--- src/pss_pkg.sv ---
// Shared constants and types of the power and sleep controller
package pss_pkg;

  // ==========================================================
  // Module states, software visible codes
  typedef enum logic [2:0] {
    PSS_RST_CLK_OFF = 3'h0,
    PSS_RST_CLK_ON = 3'h1,
    PSS_DISABLE = 3'h2,
    PSS_ENABLE = 3'h3,
    PSS_AUTO_SLEEP = 3'h4,
    PSS_AUTO_WAKE = 3'h5
  } pss_mstate_t;

  // ==========================================================
  // Geometry
  localparam int unsigned NUM_CTRL = 2;
  localparam int unsigned NUM_SLOTS = 32;
  localparam int unsigned CPU_SLOT = 14;

  // ==========================================================
  // Per slot configuration masks, one bit per slot
  localparam logic [31:0] USED_MASK0 = 32'h0000_7EFF;
  localparam logic [31:0] ON_MASK0 = 32'h0000_1CC0;
  localparam logic [31:0] RESTRICT_MASK0 = 32'h0000_1C80;
  localparam logic [31:0] USED_MASK1 = 32'h0732_3DEA;
  localparam logic [31:0] ON_MASK1 = 32'h0700_0000;
  localparam logic [31:0] RESTRICT_MASK1 = 32'h0700_0000;

  // ==========================================================
  // Register map, byte addresses
  localparam logic [11:0] INT_STAT_OFS = 12'h000;
  localparam logic [11:0] INT_MASK_OFS = 12'h004;
  localparam logic [11:0] BUSY_STAT_OFS = 12'h00C;
  localparam logic [11:0] DOMAIN_CTL0_OFS = 12'h010;
  localparam logic [11:0] DOMAIN_CTL1_OFS = 12'h014;
  localparam logic [11:0] MOD_CTL_BASE = 12'h400;
  localparam logic [11:0] MOD_STAT_BASE = 12'h800;
  localparam logic [11:0] CTRL_STRIDE_MASK = 12'h100;
  localparam logic [11:0] WINDOW_MASK = 12'hE00;

  // Field positions and RAM mode reset value
  localparam int unsigned LOCAL_RESET_BIT_BIT = 8;
  localparam int unsigned DOMAIN_ON_BIT = 8;
  localparam logic [1:0] RAM_MODE_RESET = 2'h0;

endpackage : pss_pkg

--- src/pss_ctrl.sv ---
// Power and sleep controller top: APB registers, interrupt, two slot banks
// Operation
// RULE_01: Every controlled module has its own local slot driving clock enable and reset.
// RULE_02: Global part holds registers, interrupt and one state machine per slot.
// RULE_03: Software switches module clocks, module resets and processor local reset.
// RULE_04: Controller holds the sleep mode of the RAM pseudo domain.
// RULE_05: Two controller instances, each with always-on and RAM pseudo domain.
// RULE_06: All domains are on after power-up; pseudo domains cannot lose power.
// RULE_07: Modules without a slot are not governed here.
// RULE_08: First instance slots 0-5, 9, 13, 14 start in reset with clock off.
// RULE_09: First instance slots 6, 7 start enabled; 7 restricted; 8, 15 unused.
// RULE_10: First instance slots 10-12 start enabled and are restricted.
// RULE_11: Second instance listed slots start in reset with clock off.
// RULE_12: Second instance slots 24-26 start enabled, restricted; others unused.
// RULE_13: Slot state maps to module reset and clock per the state table.
// RULE_14: Restricted slots turn disable or reset requests into enable.
// RULE_15: Auto sleep clocks only for an access; auto wake stays on after one.
// RULE_16: Local reset bit 0 asserts processor reset after outstanding work; 1 releases.
// RULE_17: Unused slots drive nothing, read zero and ignore writes.
// RULE_18: Clock enable and reset change in different cycles.
module pss_ctrl (
  input wire logic pclk,
  input wire logic presetn,
  input wire logic psel,
  input wire logic penable,
  input wire logic pwrite,
  input wire logic [11:0] paddr,
  input wire logic [31:0] pwdata,
  output logic [31:0] prdata,
  output logic pready,
  output logic pslverr,
  input wire logic [31:0] access_req0,
  input wire logic [31:0] access_req1,
  input wire logic cpu_idle,
  output logic [31:0] mod_clk_en0,
  output logic [31:0] mod_rst_n0,
  output logic [31:0] mod_clk_en1,
  output logic [31:0] mod_rst_n1,
  output logic [31:0] access_ack0,
  output logic [31:0] access_ack1,
  output logic cpu_local_rst_n,
  output logic [1:0] ram_sleep_mode0,
  output logic [1:0] ram_sleep_mode1,
  output logic irq
);

  localparam int unsigned NC = pss_pkg::NUM_CTRL;
  localparam int unsigned NS = pss_pkg::NUM_SLOTS;

  typedef logic [NC-1:0][NS-1:0][2:0] pss_tgt_t;

  typedef struct packed {
    pss_tgt_t tgt;
    logic local_reset_bit;
    logic cpu_rst_n;
    logic [NC-1:0][1:0] ram_mode;
    logic [NC-1:0] int_stat;
    logic [NC-1:0] int_mask;
    logic [NC-1:0] busy_prev;
    logic [31:0] rdata;
    logic ready;
    logic err;
    logic irq;
  } pss_ctrl_st_t;

  // ==========================================================
  // Helpers
  // Per slot lookups return one bit; a select on a call result is not portable
  function automatic logic used_slot(input int unsigned c, input int unsigned s);
    logic [31:0] m;
    m = (c == 0) ? pss_pkg::USED_MASK0 : pss_pkg::USED_MASK1;
    return m[s];
  endfunction

  function automatic logic on_slot(input int unsigned c, input int unsigned s);
    logic [31:0] m;
    m = (c == 0) ? pss_pkg::ON_MASK0 : pss_pkg::ON_MASK1;
    return m[s];
  endfunction

  function automatic logic restrict_slot(input int unsigned c, input int unsigned s);
    logic [31:0] m;
    m = (c == 0) ? pss_pkg::RESTRICT_MASK0 : pss_pkg::RESTRICT_MASK1;
    return m[s];
  endfunction

  function automatic pss_tgt_t reset_targets();
    pss_tgt_t t;
    t = '0;
    for (int c = 0; c < NC; c++) begin
      for (int s = 0; s < NS; s++) begin
        if (on_slot(c, s)) begin
          t[c][s] = pss_pkg::PSS_ENABLE;
        end else begin
          t[c][s] = pss_pkg::PSS_RST_CLK_OFF;
        end
      end
    end
    return t;
  endfunction

  // Decodes a slot window: returns hit, controller and slot index
  function automatic logic slot_hit(input logic [11:0] a, input logic [11:0] base,
                                    output logic c, output logic [4:0] s);
    c = a[8];
    s = a[6:2];
    return ((a & pss_pkg::WINDOW_MASK) == base) && (a[7] == 1'b0) && (a[1:0] == 2'h0)
      && used_slot(32'(a[8]), 32'(a[6:2]));
  endfunction

  localparam pss_ctrl_st_t RESET_VAL = '{tgt: reset_targets(), local_reset_bit: 1'b1,
    cpu_rst_n: 1'b0, ram_mode: {NC{pss_pkg::RAM_MODE_RESET}}, int_stat: '0,
    int_mask: '0, busy_prev: '0, rdata: '0, ready: 1'b0, err: 1'b0, irq: 1'b0};

  pss_ctrl_st_t st_reg, st_next;
  logic [NC-1:0][NS-1:0] s_clk, s_rst_n, s_busy, s_ack, s_req;
  logic [NC-1:0][NS-1:0][2:0] s_cur;
  logic [NC-1:0] busy_any;
  logic ctl_hit, stat_hit, ctl_c, stat_c;
  logic [4:0] ctl_s, stat_s;
  logic [2:0] wr_state;
  logic access_done;

  assign s_req[0] = access_req0;
  assign s_req[1] = access_req1;

  // ==========================================================
  // Slot banks, one state machine per used slot
  for (genvar c = 0; c < NC; c++) begin : g_ctrl
    for (genvar s = 0; s < NS; s++) begin : g_slot
      if (used_slot(c, s)) begin : g_used
        pss_slot #(
          .DEFAULT_ON(on_slot(c, s))
        ) u_slot (
          .pclk(pclk),
          .presetn(presetn),
          .target(st_reg.tgt[c][s]),
          .access_req(s_req[c][s]),
          .clk_en(s_clk[c][s]),
          .mod_rst_n(s_rst_n[c][s]),
          .cur_state(s_cur[c][s]),
          .busy(s_busy[c][s]),
          .access_ack(s_ack[c][s])
        ); // [RULE_01] [RULE_02]
      end else begin : g_unused
        // No module behind this slot
        assign s_clk[c][s] = 1'b0; // [RULE_07] [RULE_17]
        assign s_rst_n[c][s] = 1'b0;
        assign s_cur[c][s] = 3'h0;
        assign s_busy[c][s] = 1'b0;
        assign s_ack[c][s] = 1'b0;
      end
    end
    assign busy_any[c] = |s_busy[c];
  end

  if (NC != 2 || NS != 32) begin : g_check
    $error("pss_ctrl serves exactly two banks of 32 slots");
  end

  // ==========================================================
  // Register file and APB slave
  always_comb begin
    st_next = st_reg;
    ctl_hit = slot_hit(paddr, pss_pkg::MOD_CTL_BASE, ctl_c, ctl_s);
    stat_hit = slot_hit(paddr, pss_pkg::MOD_STAT_BASE, stat_c, stat_s);
    access_done = psel && penable && st_reg.ready;
    wr_state = pwdata[2:0];
    // Restricted slots never enter the reset or disable states; reset and disable writes become enable
    if (ctl_hit && restrict_slot(32'(ctl_c), 32'(ctl_s))
        && wr_state <= pss_pkg::PSS_DISABLE) begin
      wr_state = pss_pkg::PSS_ENABLE; // [RULE_14] [RULE_10] [RULE_12]
    end
    // Event: a bank finished its last pending transition
    for (int c = 0; c < NC; c++) begin
      if (st_reg.busy_prev[c] && !busy_any[c]) begin
        st_next.int_stat[c] = 1'b1;
      end
    end
    st_next.busy_prev = busy_any;
    st_next.ready = psel && penable && !st_reg.ready;
    st_next.err = 1'b0;
    if (psel && penable && !st_reg.ready) begin
      st_next.rdata = '0;
      st_next.err = 1'b1;
      // Used slot windows also match the unused window catch below;
      // the first matching item wins, so the catch serves empty slots and window offsets with bit 7 or bits 1:0 set
      priority case (1'b1)
        paddr == pss_pkg::INT_STAT_OFS: begin
          st_next.rdata = 32'(st_reg.int_stat);
          st_next.err = 1'b0;
        end
        paddr == pss_pkg::INT_MASK_OFS: begin
          st_next.rdata = 32'(st_reg.int_mask);
          st_next.err = 1'b0;
        end
        paddr == pss_pkg::BUSY_STAT_OFS: begin
          st_next.rdata = 32'(busy_any);
          st_next.err = 1'b0;
        end
        paddr == pss_pkg::DOMAIN_CTL0_OFS, paddr == pss_pkg::DOMAIN_CTL1_OFS: begin
          // Both domains always report on; power is never removed
          st_next.rdata = 32'(st_reg.ram_mode[paddr[2]]);
          st_next.rdata[pss_pkg::DOMAIN_ON_BIT] = 1'b1; // [RULE_06] [RULE_05]
          st_next.err = 1'b0;
        end
        ctl_hit: begin
          st_next.rdata = 32'(st_reg.tgt[ctl_c][ctl_s]);
          if (ctl_c == 1'b0 && ctl_s == 5'(pss_pkg::CPU_SLOT)) begin
            st_next.rdata[pss_pkg::LOCAL_RESET_BIT_BIT] = st_reg.local_reset_bit;
          end
          st_next.err = 1'b0;
        end
        stat_hit: begin
          st_next.rdata = 32'(s_cur[stat_c][stat_s]);
          st_next.err = 1'b0;
        end
        // Unused slot windows read zero without error
        ((paddr & pss_pkg::WINDOW_MASK) == pss_pkg::MOD_CTL_BASE)
          || ((paddr & pss_pkg::WINDOW_MASK) == pss_pkg::MOD_STAT_BASE): begin
          st_next.err = 1'b0; // [RULE_17]
        end
        default: begin
        end
      endcase
    end
    // Writes land on the completing edge only
    if (access_done && pwrite) begin
      unique case (1'b1)
        paddr == pss_pkg::INT_STAT_OFS: begin
          for (int c = 0; c < NC; c++) begin
            if (pwdata[c] && !(st_reg.busy_prev[c] && !busy_any[c])) begin
              st_next.int_stat[c] = 1'b0;
            end
          end
        end
        paddr == pss_pkg::INT_MASK_OFS: begin
          st_next.int_mask = pwdata[NC-1:0];
        end
        paddr == pss_pkg::DOMAIN_CTL0_OFS, paddr == pss_pkg::DOMAIN_CTL1_OFS: begin
          st_next.ram_mode[paddr[2]] = pwdata[1:0]; // [RULE_04]
        end
        ctl_hit: begin
          // Codes above auto wake are ignored
          if (wr_state <= pss_pkg::PSS_AUTO_WAKE) begin
            st_next.tgt[ctl_c][ctl_s] = wr_state; // [RULE_03]
          end
          if (ctl_c == 1'b0 && ctl_s == 5'(pss_pkg::CPU_SLOT)) begin
            st_next.local_reset_bit = pwdata[pss_pkg::LOCAL_RESET_BIT_BIT]; // [RULE_16] [RULE_03]
          end
        end
        default: begin
        end
      endcase
    end
    // Local reset waits until the processor reports no outstanding requests
    if (st_reg.local_reset_bit) begin
      st_next.cpu_rst_n = 1'b1; // [RULE_16]
    end else if (cpu_idle) begin
      st_next.cpu_rst_n = 1'b0; // [RULE_16]
    end
    st_next.irq = |(st_next.int_stat & st_next.int_mask);
  end

  always_ff @(posedge pclk or negedge presetn) begin
    if (!presetn) begin
      st_reg <= RESET_VAL; // [RULE_11] [RULE_12]
    end else begin
      st_reg <= st_next;
    end
  end

  // ==========================================================
  // Outputs
  assign prdata = st_reg.rdata;
  assign pready = st_reg.ready;
  assign pslverr = st_reg.err;
  assign mod_clk_en0 = s_clk[0];
  assign mod_rst_n0 = s_rst_n[0];
  assign mod_clk_en1 = s_clk[1];
  assign mod_rst_n1 = s_rst_n[1];
  assign access_ack0 = s_ack[0];
  assign access_ack1 = s_ack[1];
  assign cpu_local_rst_n = st_reg.cpu_rst_n;
  assign ram_sleep_mode0 = st_reg.ram_mode[0];
  assign ram_sleep_mode1 = st_reg.ram_mode[1];
  assign irq = st_reg.irq;

endmodule // pss_ctrl

--- src/pss_slot.sv ---
// One local sleep slot: clock enable and module reset of one module
module pss_slot #(
  parameter bit DEFAULT_ON = 1'b0
) (
  input wire logic pclk,
  input wire logic presetn,
  input wire logic [2:0] target,
  input wire logic access_req,
  output logic clk_en,
  output logic mod_rst_n,
  output logic [2:0] cur_state,
  output logic busy,
  output logic access_ack
);

  typedef struct packed {
    logic clk;
    logic rst;
    logic woke;
    logic [2:0] cur;
    logic busy;
    logic ack;
  } pss_slot_st_t;

  localparam pss_pkg::pss_mstate_t RST_ST =
    DEFAULT_ON ? pss_pkg::PSS_ENABLE : pss_pkg::PSS_RST_CLK_OFF;
  localparam pss_slot_st_t RESET_VAL = '{clk: DEFAULT_ON, rst: !DEFAULT_ON, woke: 1'b0,
    cur: RST_ST, busy: 1'b0, ack: 1'b0};

  pss_slot_st_t st_reg, st_next;
  logic want_rst, want_clk;

  // ==========================================================
  // Transition logic
  always_comb begin
    st_next = st_reg;
    want_rst = 1'b0;
    want_clk = 1'b0;
    unique case (target)
      pss_pkg::PSS_RST_CLK_OFF: begin
        want_rst = 1'b1;
      end
      pss_pkg::PSS_RST_CLK_ON: begin
        want_rst = 1'b1;
        want_clk = 1'b1;
      end
      pss_pkg::PSS_DISABLE: begin
        want_clk = 1'b0;
      end
      pss_pkg::PSS_ENABLE: begin
        want_clk = 1'b1;
      end
      pss_pkg::PSS_AUTO_SLEEP: begin
        want_clk = access_req; // [RULE_15]
      end
      pss_pkg::PSS_AUTO_WAKE: begin
        want_clk = st_reg.woke | access_req; // [RULE_15]
      end
      default: begin
        want_rst = st_reg.rst;
        want_clk = st_reg.clk;
      end
    endcase
    // First serviced access in auto wake keeps the clock on for good
    if (target == pss_pkg::PSS_AUTO_WAKE) begin
      if (access_req && st_reg.clk && !st_reg.rst) begin
        st_next.woke = 1'b1; // [RULE_15]
      end
    end else begin
      st_next.woke = 1'b0;
    end
    // Only one of clock and reset moves per cycle; clock first when it turns on,
    // so a reset edge always sees a running clock where possible
    if (st_reg.rst != want_rst && st_reg.clk != want_clk) begin
      if (want_clk) begin
        st_next.clk = 1'b1; // [RULE_18]
      end else begin
        st_next.rst = want_rst; // [RULE_18]
      end
    end else if (st_reg.rst != want_rst) begin
      st_next.rst = want_rst; // [RULE_13]
    end else if (st_reg.clk != want_clk) begin
      st_next.clk = want_clk; // [RULE_13]
    end
    st_next.busy = (st_next.rst != want_rst) || (st_next.clk != want_clk);
    if (!st_next.busy) begin
      st_next.cur = (target == pss_pkg::PSS_AUTO_WAKE && st_next.woke) ?
        pss_pkg::PSS_ENABLE : target;
    end
    // No acknowledge while the clock is about to stop or reset is about to rise
    st_next.ack = access_req && st_reg.clk && !st_reg.rst && st_next.clk && !st_next.rst;
  end

  always_ff @(posedge pclk or negedge presetn) begin
    if (!presetn) begin
      st_reg <= RESET_VAL; // [RULE_08] [RULE_09]
    end else begin
      st_reg <= st_next;
    end
  end

  assign clk_en = st_reg.clk; // [RULE_01]
  assign mod_rst_n = !st_reg.rst;
  assign cur_state = st_reg.cur;
  assign busy = st_reg.busy;
  assign access_ack = st_reg.ack;

endmodule // pss_slot
--- config.mk ---
export PLATFORM = sky130hd
export DESIGN_NAME = pss_ctrl
export DESIGN_NICKNAME = d
export VERILOG_FILES = /design/src/pss_pkg.sv /design/src/pss_ctrl.sv /design/src/pss_slot.sv
export SDC_FILE = /design/constraint.sdc
export NUM_CORES = 1
export LEC_CHECK = 0
export BUFFER_PORTS_ARGS = -buffer_cell sky130_fd_sc_hd__buf_2
export CORE_UTILIZATION = 60
export CTS_BUF_LIST = sky130_fd_sc_hd__clkbuf_8
export DETAILED_ROUTE_END_ITERATION = 12
export PLACE_DENSITY = 0.83
export RECOVER_POWER = 100
export SLEW_MARGIN = 10
export SYNTH_ARGS = -nofsm -noshare
export SYNTH_HDL_FRONTEND = slang
export SYNTH_SLANG_ARGS = --single-unit
--- constraint.sdc ---
create_clock -name pclk -period 3.6 [get_ports pclk]
set_input_delay 0.18 -clock pclk [delete_from_list [all_inputs] [get_ports pclk]]
set_output_delay 0.18 -clock pclk [all_outputs]
set_load 0.02 [all_outputs]
Word-level counts from Yosys, hierarchy flattened
Cells that the tools add are included.
{"block": "totals", "register_bits": 479, "inputBits": 114, "output_inout_bits": 232, "elab_cells": 1409}
{"block": "op_classes", "magnitude_cmp": 9, "n_eq_ne": 277, "mux": 379, "bitwise_logic": 33, "reduce_logical": 456}
{"cell": "96-bit two-way mux", "n": 4}
{"cell": "1-bit two-way mux", "n": 227}
{"cell": "1-bit logical AND", "n": 200}
{"cell": "192-bit bitwise mux", "n": 1}
{"cell": "2-bit OR reduction", "n": 92}
{"cell": "3-bit by 2-bit == test with 1-bit output (second input constant)", "n": 61}
{"cell": "3-bit == test (second input constant)", "n": 61}
{"cell": "32-bit two-way mux", "n": 5}
{"cell": "1-bit inequality test", "n": 120}
{"cell": "1-bit case mux with 4 select lines", "n": 30}
{"cell": "4-bit OR reduction", "n": 30}
{"cell": "3-bit two-way mux", "n": 35}
{"cell": "96-bit demux with 1-bit select", "n": 1}
{"cell": "3-bit by 1-bit == test with 1-bit output (second input constant)", "n": 30}
{"cell": "3-bit logical NOT", "n": 30}
{"cell": "81-bit two-way mux", "n": 1}
{"cell": "2-bit two-way mux", "n": 35}
{"cell": "1-bit logical NOT", "n": 65}
{"cell": "1-bit case mux with 2 select lines", "n": 30}
{"cell": "27-bit two-way mux", "n": 2}
{"cell": "1-bit logical OR", "n": 31}
{"cell": "3-bit binary-select mux with 5-bit select", "n": 2}
{"cell": "1-bit OR", "n": 30}
{"cell": "12-bit by 5-bit == test with 1-bit output (second input constant)", "n": 2}
{"cell": "23 further kinds", "n": 29}

Depth between registers and ports, before layout
Gate-level depths: netlist (run 1).
{"block": "logic_depth", "depth_word": 11, "depth_mapped": 14}

By module
A second synthesis (run 1) with hierarchy kept.
{"block": "hier_totals", "hier_cells": 2482, "hier_area_um2": 26768.2}
{"module": "pss_ctrl", "instances": 1, "cells_per_inst": 1012, "area_each_um2": 12034.0}
{"module": "pss_slot at g_ctrl[0].g_slot[0].g_used.u_slot ...", "instances": 22, "cells_per_inst": 49, "area_each_um2": 490.5}
{"module": "pss_slot at g_ctrl[0].g_slot[10].g_used.u_slot ...", "instances": 8, "cells_per_inst": 49, "area_each_um2": 493.0}

Least setup slack after synthesis (run 1)
OpenSTA, ideal clock, no wires.
{"block": "synth_timing", "kind": "input to register", "from": "in paddr[2]", "to": "reg st_reg[155] in the netlist's numbering", "t_arrival_ps": 2996, "t_required_ps": 3475, "path_slack_ps": 479, "cell_stages": 12, "n_path_buf": 3, "path_cell_list": "buf_2 buf_2 clkinv_1 clkbuf_1 ha_1 nor3_1 o21bai_1 nand4_1 a2111oi_4 nand2_1 nor2_1 mux2_2"}
{"block": "synth_via", "elab_chain_cells": 8, "elab_cells_between_ends": 18, "classes_between": "3 x order compare; 10 x mux; 5 x reduce/logical"}
{"element": "start: declaration", "line": "pss_ctrl.sv:27", "text": "input wire logic [11:0] paddr,"}
{"element": "1-bit binary-select mux with 5-bit select", "line": "pss_ctrl.sv:72", "text": "return m[s];"}
{"element": "1-bit two-way mux (implied by the code)", "line": "pss_ctrl.sv:72"}
{"element": "1-bit logical AND", "line": "pss_ctrl.sv:108", "text": "&& used_slot(32'(a[8]), 32'(a[6:2]));"}
{"element": "1-bit logical AND", "line": "pss_ctrl.sv:170", "text": "if (ctl_hit && restrict_slot(32'(ctl_c), 32'(ctl_s))"}
{"element": "1-bit logical AND", "line": "pss_ctrl.sv:171", "text": "&& wr_state <= pss_pkg::PSS_DISABLE) begin"}
{"element": "3-bit two-way mux", "line": "pss_ctrl.sv:170"}
{"element": "3-bit <= comparator", "line": "pss_ctrl.sv:245", "text": "if (wr_state <= pss_pkg::PSS_AUTO_WAKE) begin"}
{"element": "3-bit AND reduction (no source line)"}
{"element": "end signal: assignment", "line": "pss_ctrl.sv:269", "text": "st_reg <= st_next;"}
{"element": "end: declaration", "line": "pss_ctrl.sv:115", "text": "pss_ctrl_st_t st_reg, st_next;"}
Parallel ways exist; a longest one is shown, timed or not. The select of a mux whose other input is x is not followed.
A chain may end at the register's enable or synchronous reset.

Worst setup path after layout (run 1)
{"block": "layout_timing", "from": "in paddr[2]", "to": "reg st_reg[185] in the netlist's numbering"}
The elaborated chain is that of the path after synthesis.

==> impl_metrics.tcl, run 1 <==
set metrics [dict create \
    outcome "finished with violations" \
    violations "max-capacitance violations, max-slew violations" \
    rsz0062_at_grt "no" \
    numClockSinks 451 \
    clkLatencyLatePin_ns 0.63 \
    rows 73 \
    max_cap_viol_count 5 \
    ys_seq_area_share_pct 46.5 \
    synth_area_mm2 0.0244 \
    area_growth_pct 6.37 \
    fill_cells 2998 \
    p_int_uw 7730 \
    layout_commonest_cell "dfrtp_1" \
    max_slew_margin_pct -32.6 \
    combinationalPowerShare_pct 5.5 \
    yosys_register_bits 451 \
    io_buffers 153 \
    avgViaCountPerCell 5.97 \
    drive_gt1_share_pct 19.0 \
    end_kind "flip-flop" \
    power.density_mw_per_mm2 396 \
    cp_max_fo 8 \
    synthMuxAreaShare_pct 14.0 \
    skew_ns 0.0284 \
    drc 0 \
    fmax_mhz 326 \
    start_util_pct 61.2 \
    power.leakage_uw 0.0124 \
    routedWlPerCell_um 20.1 \
    clkTransAtPathRegs_ns 0.06 \
    hold_path.class "input pin to flip-flop" \
    ctsHtreeMaxLevel 3 \
    ys_warn_count 0 \
    synth_compound_area_share_pct 12.3 \
    multi_input_area_mm2 0.0104 \
    grt_start_max_net_pins 111 \
    fin_area_mm2 0.0260 \
    tightest_slew_ns 1.99 \
    drv_slew 226 \
    p_clk_share_pct 45.0 \
    layout_common_cells "dfrtp_1, inv_1, mux2_2, o21ai_0, nand2_1" \
    cp.required_ns 4.11 \
    dpl_worst_slack_ns 0.550 \
    cts_resized 0 \
    cts_tree "done" \
    synth-xor-area-share_pct 2.08 \
    diodes 0 \
    cts_made_buffers 77 \
    finalWirelength_um 60300 \
    die_w_um 204 \
    grt_pass1_wl_um 95700 \
    synth-simple-area-share_pct 10.3 \
    dp_hpwl_um 42400 \
    gp_congestion 0.941 \
    seqPwrFrac_pct 49.4 \
    firstDrtPassIters 5 \
    setup_violations 0 \
    holdWs_ns 0.0252 \
    critPathLaunchType "input pin" \
    seq_area_mm2 0.0114 \
    grt.overflow.total 0 \
    clockBufferDepth 3 \
    yosys.cell_types.count 63 \
    fin_util_pct 65.1 \
    finalHoldViolCount 0 \
    ir_drop_uv 302 \
    crit_type "input pin to flip-flop" \
    dpl_cell_area_mm2 0.0243 \
    synth_top_family_by_area "multiplexers" \
    grt_pass1_vias 17800 \
    yosys_most_used_dff "dfrtp_1" \
    via_count 17900 \
    layout.nets 2556 \
    finalCriticalPeriod_ns 3.07 \
    final.setup.tns_ns 0 \
    synth_area_per_cell_um2 10.3 \
    finalWorstSetupSlack_ns 0.532 \
    min_period_over_period_pct 85.2 \
    ctsRootBufferMaster "clkbuf_8" \
    drtIter0Drc 1382 \
    grt_usage_pct 29.5 \
    async_flop_share_pct 100 \
    antenna_left 0 \
    antenna_found_initial 2 \
    syn_inst 2366 \
    synth_edf_count 0 \
    switching_power_uw 2560 \
    die_h_um 204 \
    die_area_mm2 0.0415 \
    synth_fa_ha_area_share_pct 1.79 \
    core_region_area_mm2 0.0399 \
    worstPathArrival_ns 3.58 \
    p_sw_share_pct 24.9 \
    ios 346 \
    largest_reg_flops 199 \
]
==> power by group through the flow <==
stage          Combinational [uW]  Clock, uW  Sequential, uW
2_1_floorplan                 409          0            5170
3_3_place_gp                  536          0            5170
3_5_place_dp                  546          0            5170
4_1_cts                       577       4690            5090
5_1_grt                       615       4940            5080
6_report                      570       4640            5090
==> worst max-delay path: stages <==
cell       delay (ns)
clkbuf_1         0.25
clkinv_1         0.34
ha_1             0.38
nor3_1           0.04
o21bai_1         0.21
nand4_1          0.23
a2111oi_4        0.34
clkbuf_1         0.48
nand2_1          0.36
nor2_1           0.36
mux2_2           0.38
==> metrics by stage <==
| stage | std cells | total power (uW) |
|---|---|---|
| after floorplan | 2495 | 5580 |
| after global placement | 2821 | 5710 |
| after detailed placement | 2821 | 5720 |
| after CTS | 2996 | 10400 |
| after global routing | 2996 | 10600 |
| final | 2996 | 10300 |
==> kinds of logic (layout without fill, tap and decap cells) <==
family          count (synthesis)  in the layout
simple gates                  510            510
compound gates                445            445
xor+xnor                       58             58
flops                         451            451
mux                           258            258
other cells                     1            130
buf+inv                       608            584
fa+ha+maj                      35             35
==> synth_stat cells, types with 7 or more instances <==
cell type	number	share of area [%]
dfrtp_1	388	40
buf_4	229	7.0
inv_1	212	3.3
mux2_2	185	8.5
o21ai_0	146	3.0
clkbuf_1	140	2.2
nand2_1	140	2.2
nor2_1	107	1.6
nand3_1	78	1.6
dfstp_2	63	6.8
a21oi_1	52	1.1
mux4_2	49	4.5
a22oi_1	46	1.4
o211ai_1	42	1.3
ha_1	35	1.8
xnor2_1	32	1.1
and3_1	30	0.77
o221ai_1	29	1.0
or3_1	27	0.69
xor2_1	26	0.93
mux2i_1	24	0.98
o2111ai_1	24	0.86
a31oi_1	22	0.56
buf_2	20	0.41
nor3_1	19	0.39
nand2b_1	18	0.46
and2_1	17	0.44
nor2b_1	14	0.36
a221oi_1	12	0.43
nand3b_1	12	0.37
o311a_1	12	0.49
o21bai_1	11	0.34
nor4_1	10	0.26
and3b_1	9	0.32
a22o_1	8	0.29
o22ai_1	8	0.20
nor2_2	7	0.18
==> per-layer routing <==
layer  vias to the layer above  GRT usage (%)  wire length (um)  share of wire [%]
li1                       7998              -                 -                  -
met1                      8939           38.9             24500                 41
met2                       822           47.5             29100                 48
met3                       123           6.30              4720                7.8
met4                         4           11.9              1940                3.2
met5                         -              0                27              0.045
==> area by class of cell <==
type | count | area share, %
clock buffers | 98 | 5.19
clock inverters | 45 | 0.838
inverters | 214 | 3.09
multi-input cells | 1436 | 39.9
flip-flops and latches | 451 | 43.8
well taps | 525 | 2.53
repair buffers | 227 | 4.73
==> path summary, 6_finish.rpt <==
check	endpoint	cells past startpoint	from	slack, ns
worst min register to register	st_reg[110]	0	st_reg[110]	0.37
worst max register to register	st_reg[185]	7	pready	0.84
min in group asynchronous	g_ctrl[0].g_slot[3].g_used.u_slot.access_ack	2	presetn	0.16
worst min-delay path	g_ctrl[0].g_slot[3].g_used.u_slot.access_ack	3	access_req0[3]	0.03
worst max-delay path	st_reg[185]	11	paddr[2]	0.53
max in group asynchronous	g_ctrl[1].g_slot[8].g_used.u_slot.clk_en	3	presetn	0.92
==> timing repair <==
action,CTS,global route
hold buffers,32,0
hold endpoints to repair,127,0
buffers inserted,0,0
No activity file was read; power rests on OpenSTA's default activity.
==> run 2: changes to the inputs <==
--- a/config.mk
+++ b/config.mk
@@ -6,11 +6,11 @@
 export NUM_CORES = 1
 export LEC_CHECK = 0
 export BUFFER_PORTS_ARGS = -buffer_cell sky130_fd_sc_hd__buf_2
-export CORE_UTILIZATION = 60
+export CAP_MARGIN = 30
+export CORE_UTILIZATION = 50
 export CTS_BUF_LIST = sky130_fd_sc_hd__clkbuf_8
 export DETAILED_ROUTE_END_ITERATION = 12
-export PLACE_DENSITY = 0.83
-export RECOVER_POWER = 100
+export PLACE_DENSITY = 0.71
 export SLEW_MARGIN = 10
 export SYNTH_ARGS = -nofsm -noshare
 export SYNTH_HDL_FRONTEND = slang
==> impl_metrics.tcl, run 2 (synthesized netlist as in run 1, its figures left out) <==
set metrics [dict create \
    outcome "complete, no violations" \
    cp.required_ns 4.16 \
    antenna_found_initial 1 \
    layout_common_cells "dfrtp_1, inv_1, mux2_2, buf_2, o21ai_0" \
    power.leakage_uw 0.0130 \
    cp_max_fo 8 \
    dp_hpwl_um 41800 \
    tightest_slew_ns 0.934 \
    grt_pass1_vias 16900 \
    fmax_mhz 381 \
    rows 80 \
    cts_made_buffers 77 \
    drv_slew 0 \
    ctsHtreeMaxLevel 3 \
    min_path_cells 3 \
    area_growth_pct 8.00 \
    firstDrtPassIters 8 \
    ios 346 \
    power.density_mw_per_mm2 392 \
    finalPower_uw 10300 \
    reg2reg_from "st_reg[84]" \
    drive_gt1_share_pct 24.9 \
    rsz0062_at_grt "no" \
    skew_ns 0.0225 \
    cts_resized 0 \
    setup_violations 0 \
    crit_type "flip-flop to flip-flop" \
    end_kind "flip-flop" \
    core_region_area_mm2 0.0479 \
    antenna_left 0 \
    drtIter0Drc 1575 \
    max_cap_viol_count 0 \
    clkLatencyLatePin_ns 0.64 \
    max_slew_margin_pct 37.1 \
    avgViaCountPerCell 5.62 \
    grt_start_max_net_pins 111 \
    worstPathArrival_ns 3.18 \
    clkTransAtPathRegs_ns 0.06 \
    grt_pass1_wl_um 92800 \
    die_h_um 223 \
    die_w_um 223 \
    start_util_pct 50.9 \
    hold_end "g_ctrl[1].g_slot[17].g_used.u_slot.access_ack" \
    via_count 17300 \
    ir_drop_uv 276 \
    finalCriticalPeriod_ns 2.62 \
    fill_cells 4094 \
    clockBufferDepth 3 \
    ctsRootBufferMaster "clkbuf_8" \
    grt.overflow.total 0 \
    numClockSinks 451 \
    r2r_cells 5 \
    layout.nets 2550 \
    finalHoldViolCount 0 \
    grt_usage_pct 23.8 \
    die_area_mm2 0.0497 \
    final.setup.tns_ns 0 \
    drc 0 \
    layout_commonest_cell "dfrtp_1" \
    min_period_over_period_pct 72.9 \
    ff2ff_setup_slack_ns 0.98 \
    cts_tree "done" \
    io_buffers 153 \
    critPathLaunchType "flip-flop" \
    routedWlPerCell_um 19.1 \
    diodes 0 \
    hold_path.class "input pin to flip-flop" \
    reg2reg_to "g_ctrl[0].g_slot[12].g_used.u_slot.cur_state[0]" \
    finalWirelength_um 58800 \
    holdCritStartpoint "access_req1[17]" \
    largest_reg_flops 199 \
    gp_congestion 0.949 \
]
[run 2: cell types whose count changed in the layout (fill, tap and decap cells not counted), sizes merged]
cell,change
buf,+112
bufinv,+1
clkbuf,-119
clkinv,+2
clkinvlp,-2
dlygate4sd3,+2
inv,-7
[run 2: cell type report]
type / count / area [um^2] / area share (%)
Tap cell: 615 / 769 / 2.92
Inverter: 214 / 803 / 3.05
Sequential cell: 451 / 11400 / 43.1
Clock inverter: 39 / 211 / 0.802
Timing Repair Buffer: 221 / 1490 / 5.65
Clock buffer: 99 / 1360 / 5.17
Multi-Input combinational cell: 1436 / 10400 / 39.3
[run 2: stage by stage]
stage / instance area [um^2] / hold slack, ns / setup slack, ns / utilization [%] / instances
4_1_cts: 26400 / 0.00599 / 0.969 / 55.0 / 3075
6_report: 26400 / 0.0413 / 0.976 / 55.0 / 3075
5_1_grt: 26400 / 0.0446 / 0.734 / 55.0 / 3075
3_5_place_dp: 24500 / 0.312 / 0.497 / 51.0 / 2903
2_1_floorplan: 24900 / -0.116 / 0.479 / - / 2495
3_3_place_gp: 24500 / 0.301 / 0.541 / 51.0 / 2903
[run 2: repair_timing]
action                     in CTS  in global routing
buffers inserted                0                  0
hold buffers                   34                  0
hold endpoints to repair      136                  0
setup endpoints to repair       0                  0
[run 2: how the worst max path moves through the flow]
stage	start	endpoint
2_1_floorplan	paddr[2]	st_reg[155]
3_3_place_gp	paddr[2]	st_reg[56]
3_5_place_dp	paddr[2]	st_reg[149]
4_1_cts	st_reg[84]	g_ctrl[0].g_slot[12].g_used.u_slot.cur_state[0]
5_1_grt	st_reg[207]	g_ctrl[1].g_slot[21].g_used.u_slot.cur_state[0]
6_report	st_reg[84]	g_ctrl[0].g_slot[12].g_used.u_slot.cur_state[0]
[run 2: power by group]
group | internal, uW | switching [uW]
sequential | 5080 | 5.74
combinational | 144 | 438
clock | 2600 | 2080
[run 2: critical path, stage by stage, from the launching register on]
cell	delay [ns]
dfstp_2	0.62
mux2_2	0.35
a22oi_1	0.37
ha_1	0.36
o211ai_1	0.45
mux2_2	0.39
[run 2: metal layers]
layer  wire (um)  vias to the layer above  GRT usage [%]  part of all wire, %
met2       27800                      592           37.9                   47
met5           0                        -              0                    0
li1            -                     7987              -                    -
met3        4150                      112           5.74                  7.1
met4        1750                        0           8.99                  3.0
met1       25100                     8601           31.5                   43
==> run 3: changes to the inputs <==
--- a/config.mk
+++ b/config.mk
@@ -10,7 +10,7 @@
 export CORE_UTILIZATION = 50
 export CTS_BUF_LIST = sky130_fd_sc_hd__clkbuf_8
 export DETAILED_ROUTE_END_ITERATION = 12
-export PLACE_DENSITY = 0.71
+export PLACE_DENSITY = 0.74
 export SLEW_MARGIN = 10
 export SYNTH_ARGS = -nofsm -noshare
 export SYNTH_HDL_FRONTEND = slang
==> constraint.sdc (replaced) <==
create_clock -name pclk -period 2.2 [get_ports pclk]
set_input_delay 0.11 -clock pclk [delete_from_list [all_inputs] [get_ports pclk]]
set_output_delay 0.11 -clock pclk [all_outputs]
set_load 0.02 [all_outputs]
==> impl_metrics.tcl, run 3 (synthesized netlist as in run 1, its figures left out) <==
set metrics [dict create \
    seq_area_mm2 0.0114 \
    grt_pass1_vias 18600 \
    drc 0 \
    antenna_found_initial 3 \
    grt_pass1_wl_um 100000 \
    multi_input_area_mm2 0.0113 \
    drive_gt1_share_pct 35.3 \
    outcome "finished with violations" \
    clkTransAtPathRegs_ns 0.06 \
    ios 346 \
    rsz0062_at_grt "yes" \
    ctsRootBufferMaster "clkbuf_8" \
    min_period_over_period_pct 103 \
    power.leakage_uw 0.0143 \
    end_kind "flip-flop" \
    final.setup.tns_ns -0.0674 \
    worstPathArrival_ns 2.77 \
    start_util_pct 50.9 \
    largest_reg_flops 199 \
    hold_path.class "input pin to flip-flop" \
    avgViaCountPerCell 5.60 \
    violations "negative setup slack" \
    cp.required_ns 2.70 \
    layout_common_cells "dfrtp_1, inv_1, buf_4, buf_2, o21ai_0" \
    finalPower_uw 17000 \
    layout.nets 2778 \
    highest_layer "met5" \
    finalCriticalPeriod_ns 2.27 \
    cts_made_buffers 76 \
    cts_tree "done" \
    die_w_um 223 \
    dpl_cell_area_mm2 0.0266 \
    critPathLaunchType "flip-flop" \
    fmax_mhz 441 \
    gp_congestion 0.961 \
    clockBufferDepth 3 \
    grt.overflow.total 0 \
    die_h_um 223 \
    wl_met3_um 3850 \
    drv_slew 0 \
    power.density_mw_per_mm2 583 \
    core_region_area_mm2 0.0479 \
    drtIter0Drc 1433 \
    grt_usage_pct 25.5 \
    clkLatencyLatePin_ns 0.64 \
    rows 80 \
    max_cap_viol_count 0 \
    fin_area_mm2 0.0292 \
    crit_type "flip-flop to flip-flop" \
    numClockSinks 451 \
    fill_cells 3717 \
    tightest_slew_ns 0.628 \
    holdWs_ns 0.108 \
    antenna_left 0 \
    skew_ns 0.0240 \
    wl_met2_um 31100 \
    firstDrtPassIters 5 \
    setup_violations 2 \
    die_area_mm2 0.0497 \
    m1WireLength_um 27100 \
    max_slew_margin_pct 58.1 \
    via_count 18500 \
    ir_drop_uv 380 \
    area_growth_pct 19.5 \
    finalWorstSetupSlack_ns -0.0665 \
    ctsHtreeMaxLevel 3 \
    finalWirelength_um 64000 \
    finalHoldViolCount 0 \
    routedWlPerCell_um 19.4 \
    grt_start_max_net_pins 97 \
    dp_hpwl_um 46500 \
    ff2ff_setup_slack_ns -0.07 \
    cp_max_fo 2 \
    layout_commonest_cell "dfrtp_1" \
    io_buffers 153 \
]
-- run 3: final cells by class --
cell class,instances,share of cell area (%)
antenna,2,0.0171
clock inverter,42,0.750
timing repair buffer,450,11.4
multi-input combinational,1436,38.9
sequential,451,39.0
clock buffer,96,4.53
inverter,214,2.81
tap,615,2.64
-- run 3: final timing paths --
kind / from / end / cells past startpoint
max reg2reg: st_reg[74] / prdata[0] / 7
min: paddr[11] / prdata[1] / 4
max in group asynchronous: presetn / st_reg[225] / 3
min reg2reg: st_reg[115] / st_reg[115] / 0
min in group asynchronous: presetn / st_reg[124] / 3
max: st_reg[74] / prdata[0] / 7
-- run 3: repair_timing --
item	CTS	global route
buffers inserted	1	22
endpoints found under the hold margin	516	0
gates cloned	0	1
pin swaps	4	20
gates resized for setup	11	83
endpoints found under the setup margin	13	151
hold buffers	39	0
-- run 3: metal layers --
layer | GRT usage [%] | up-vias
li1 | - | 8431
met4 | 8.81 | 2
met1 | 33.5 | 9294
met2 | 42.2 | 657
met5 | 0 | -
met3 | 5.00 | 141
-- run 3: where the power goes --
| group | switching, uW | leakage (uW) | internal (uW) | total (uW) |
|---|---|---|---|---|
| Sequential | 7.44 | 0.00599 | 8310 | 8320 |
| Combinational | 781 | 0.00740 | 350 | 1130 |
| Clock | 3440 | 0.000921 | 4140 | 7580 |
| Total | 4220 | 0.0143 | 12800 | 17000 |
-- run 3: through the flow --
| step | utilization (%) | worst slack [ns] | std cells |
|---|---|---|---|
| finish | 60.9 | -0.0665 | 3306 |
| global route | 60.9 | -0.0761 | 3306 |
| floorplan | - | -0.651 | 2495 |
| detailed placement | 55.5 | -0.426 | 3103 |
| CTS | 59.6 | -0.0749 | 3281 |
| global placement | 55.5 | -0.407 | 3103 |
-- run 3: worst max-delay path, stage by stage, from the launching register on --
cell and delay (ns):
dfrtp_1 0.42, mux4_2 0.51, a22o_1 0.21, a221oi_2 0.18
o21ai_1 0.09, or3_1 0.35, a211oi_2 0.27, o22ai_1 0.10
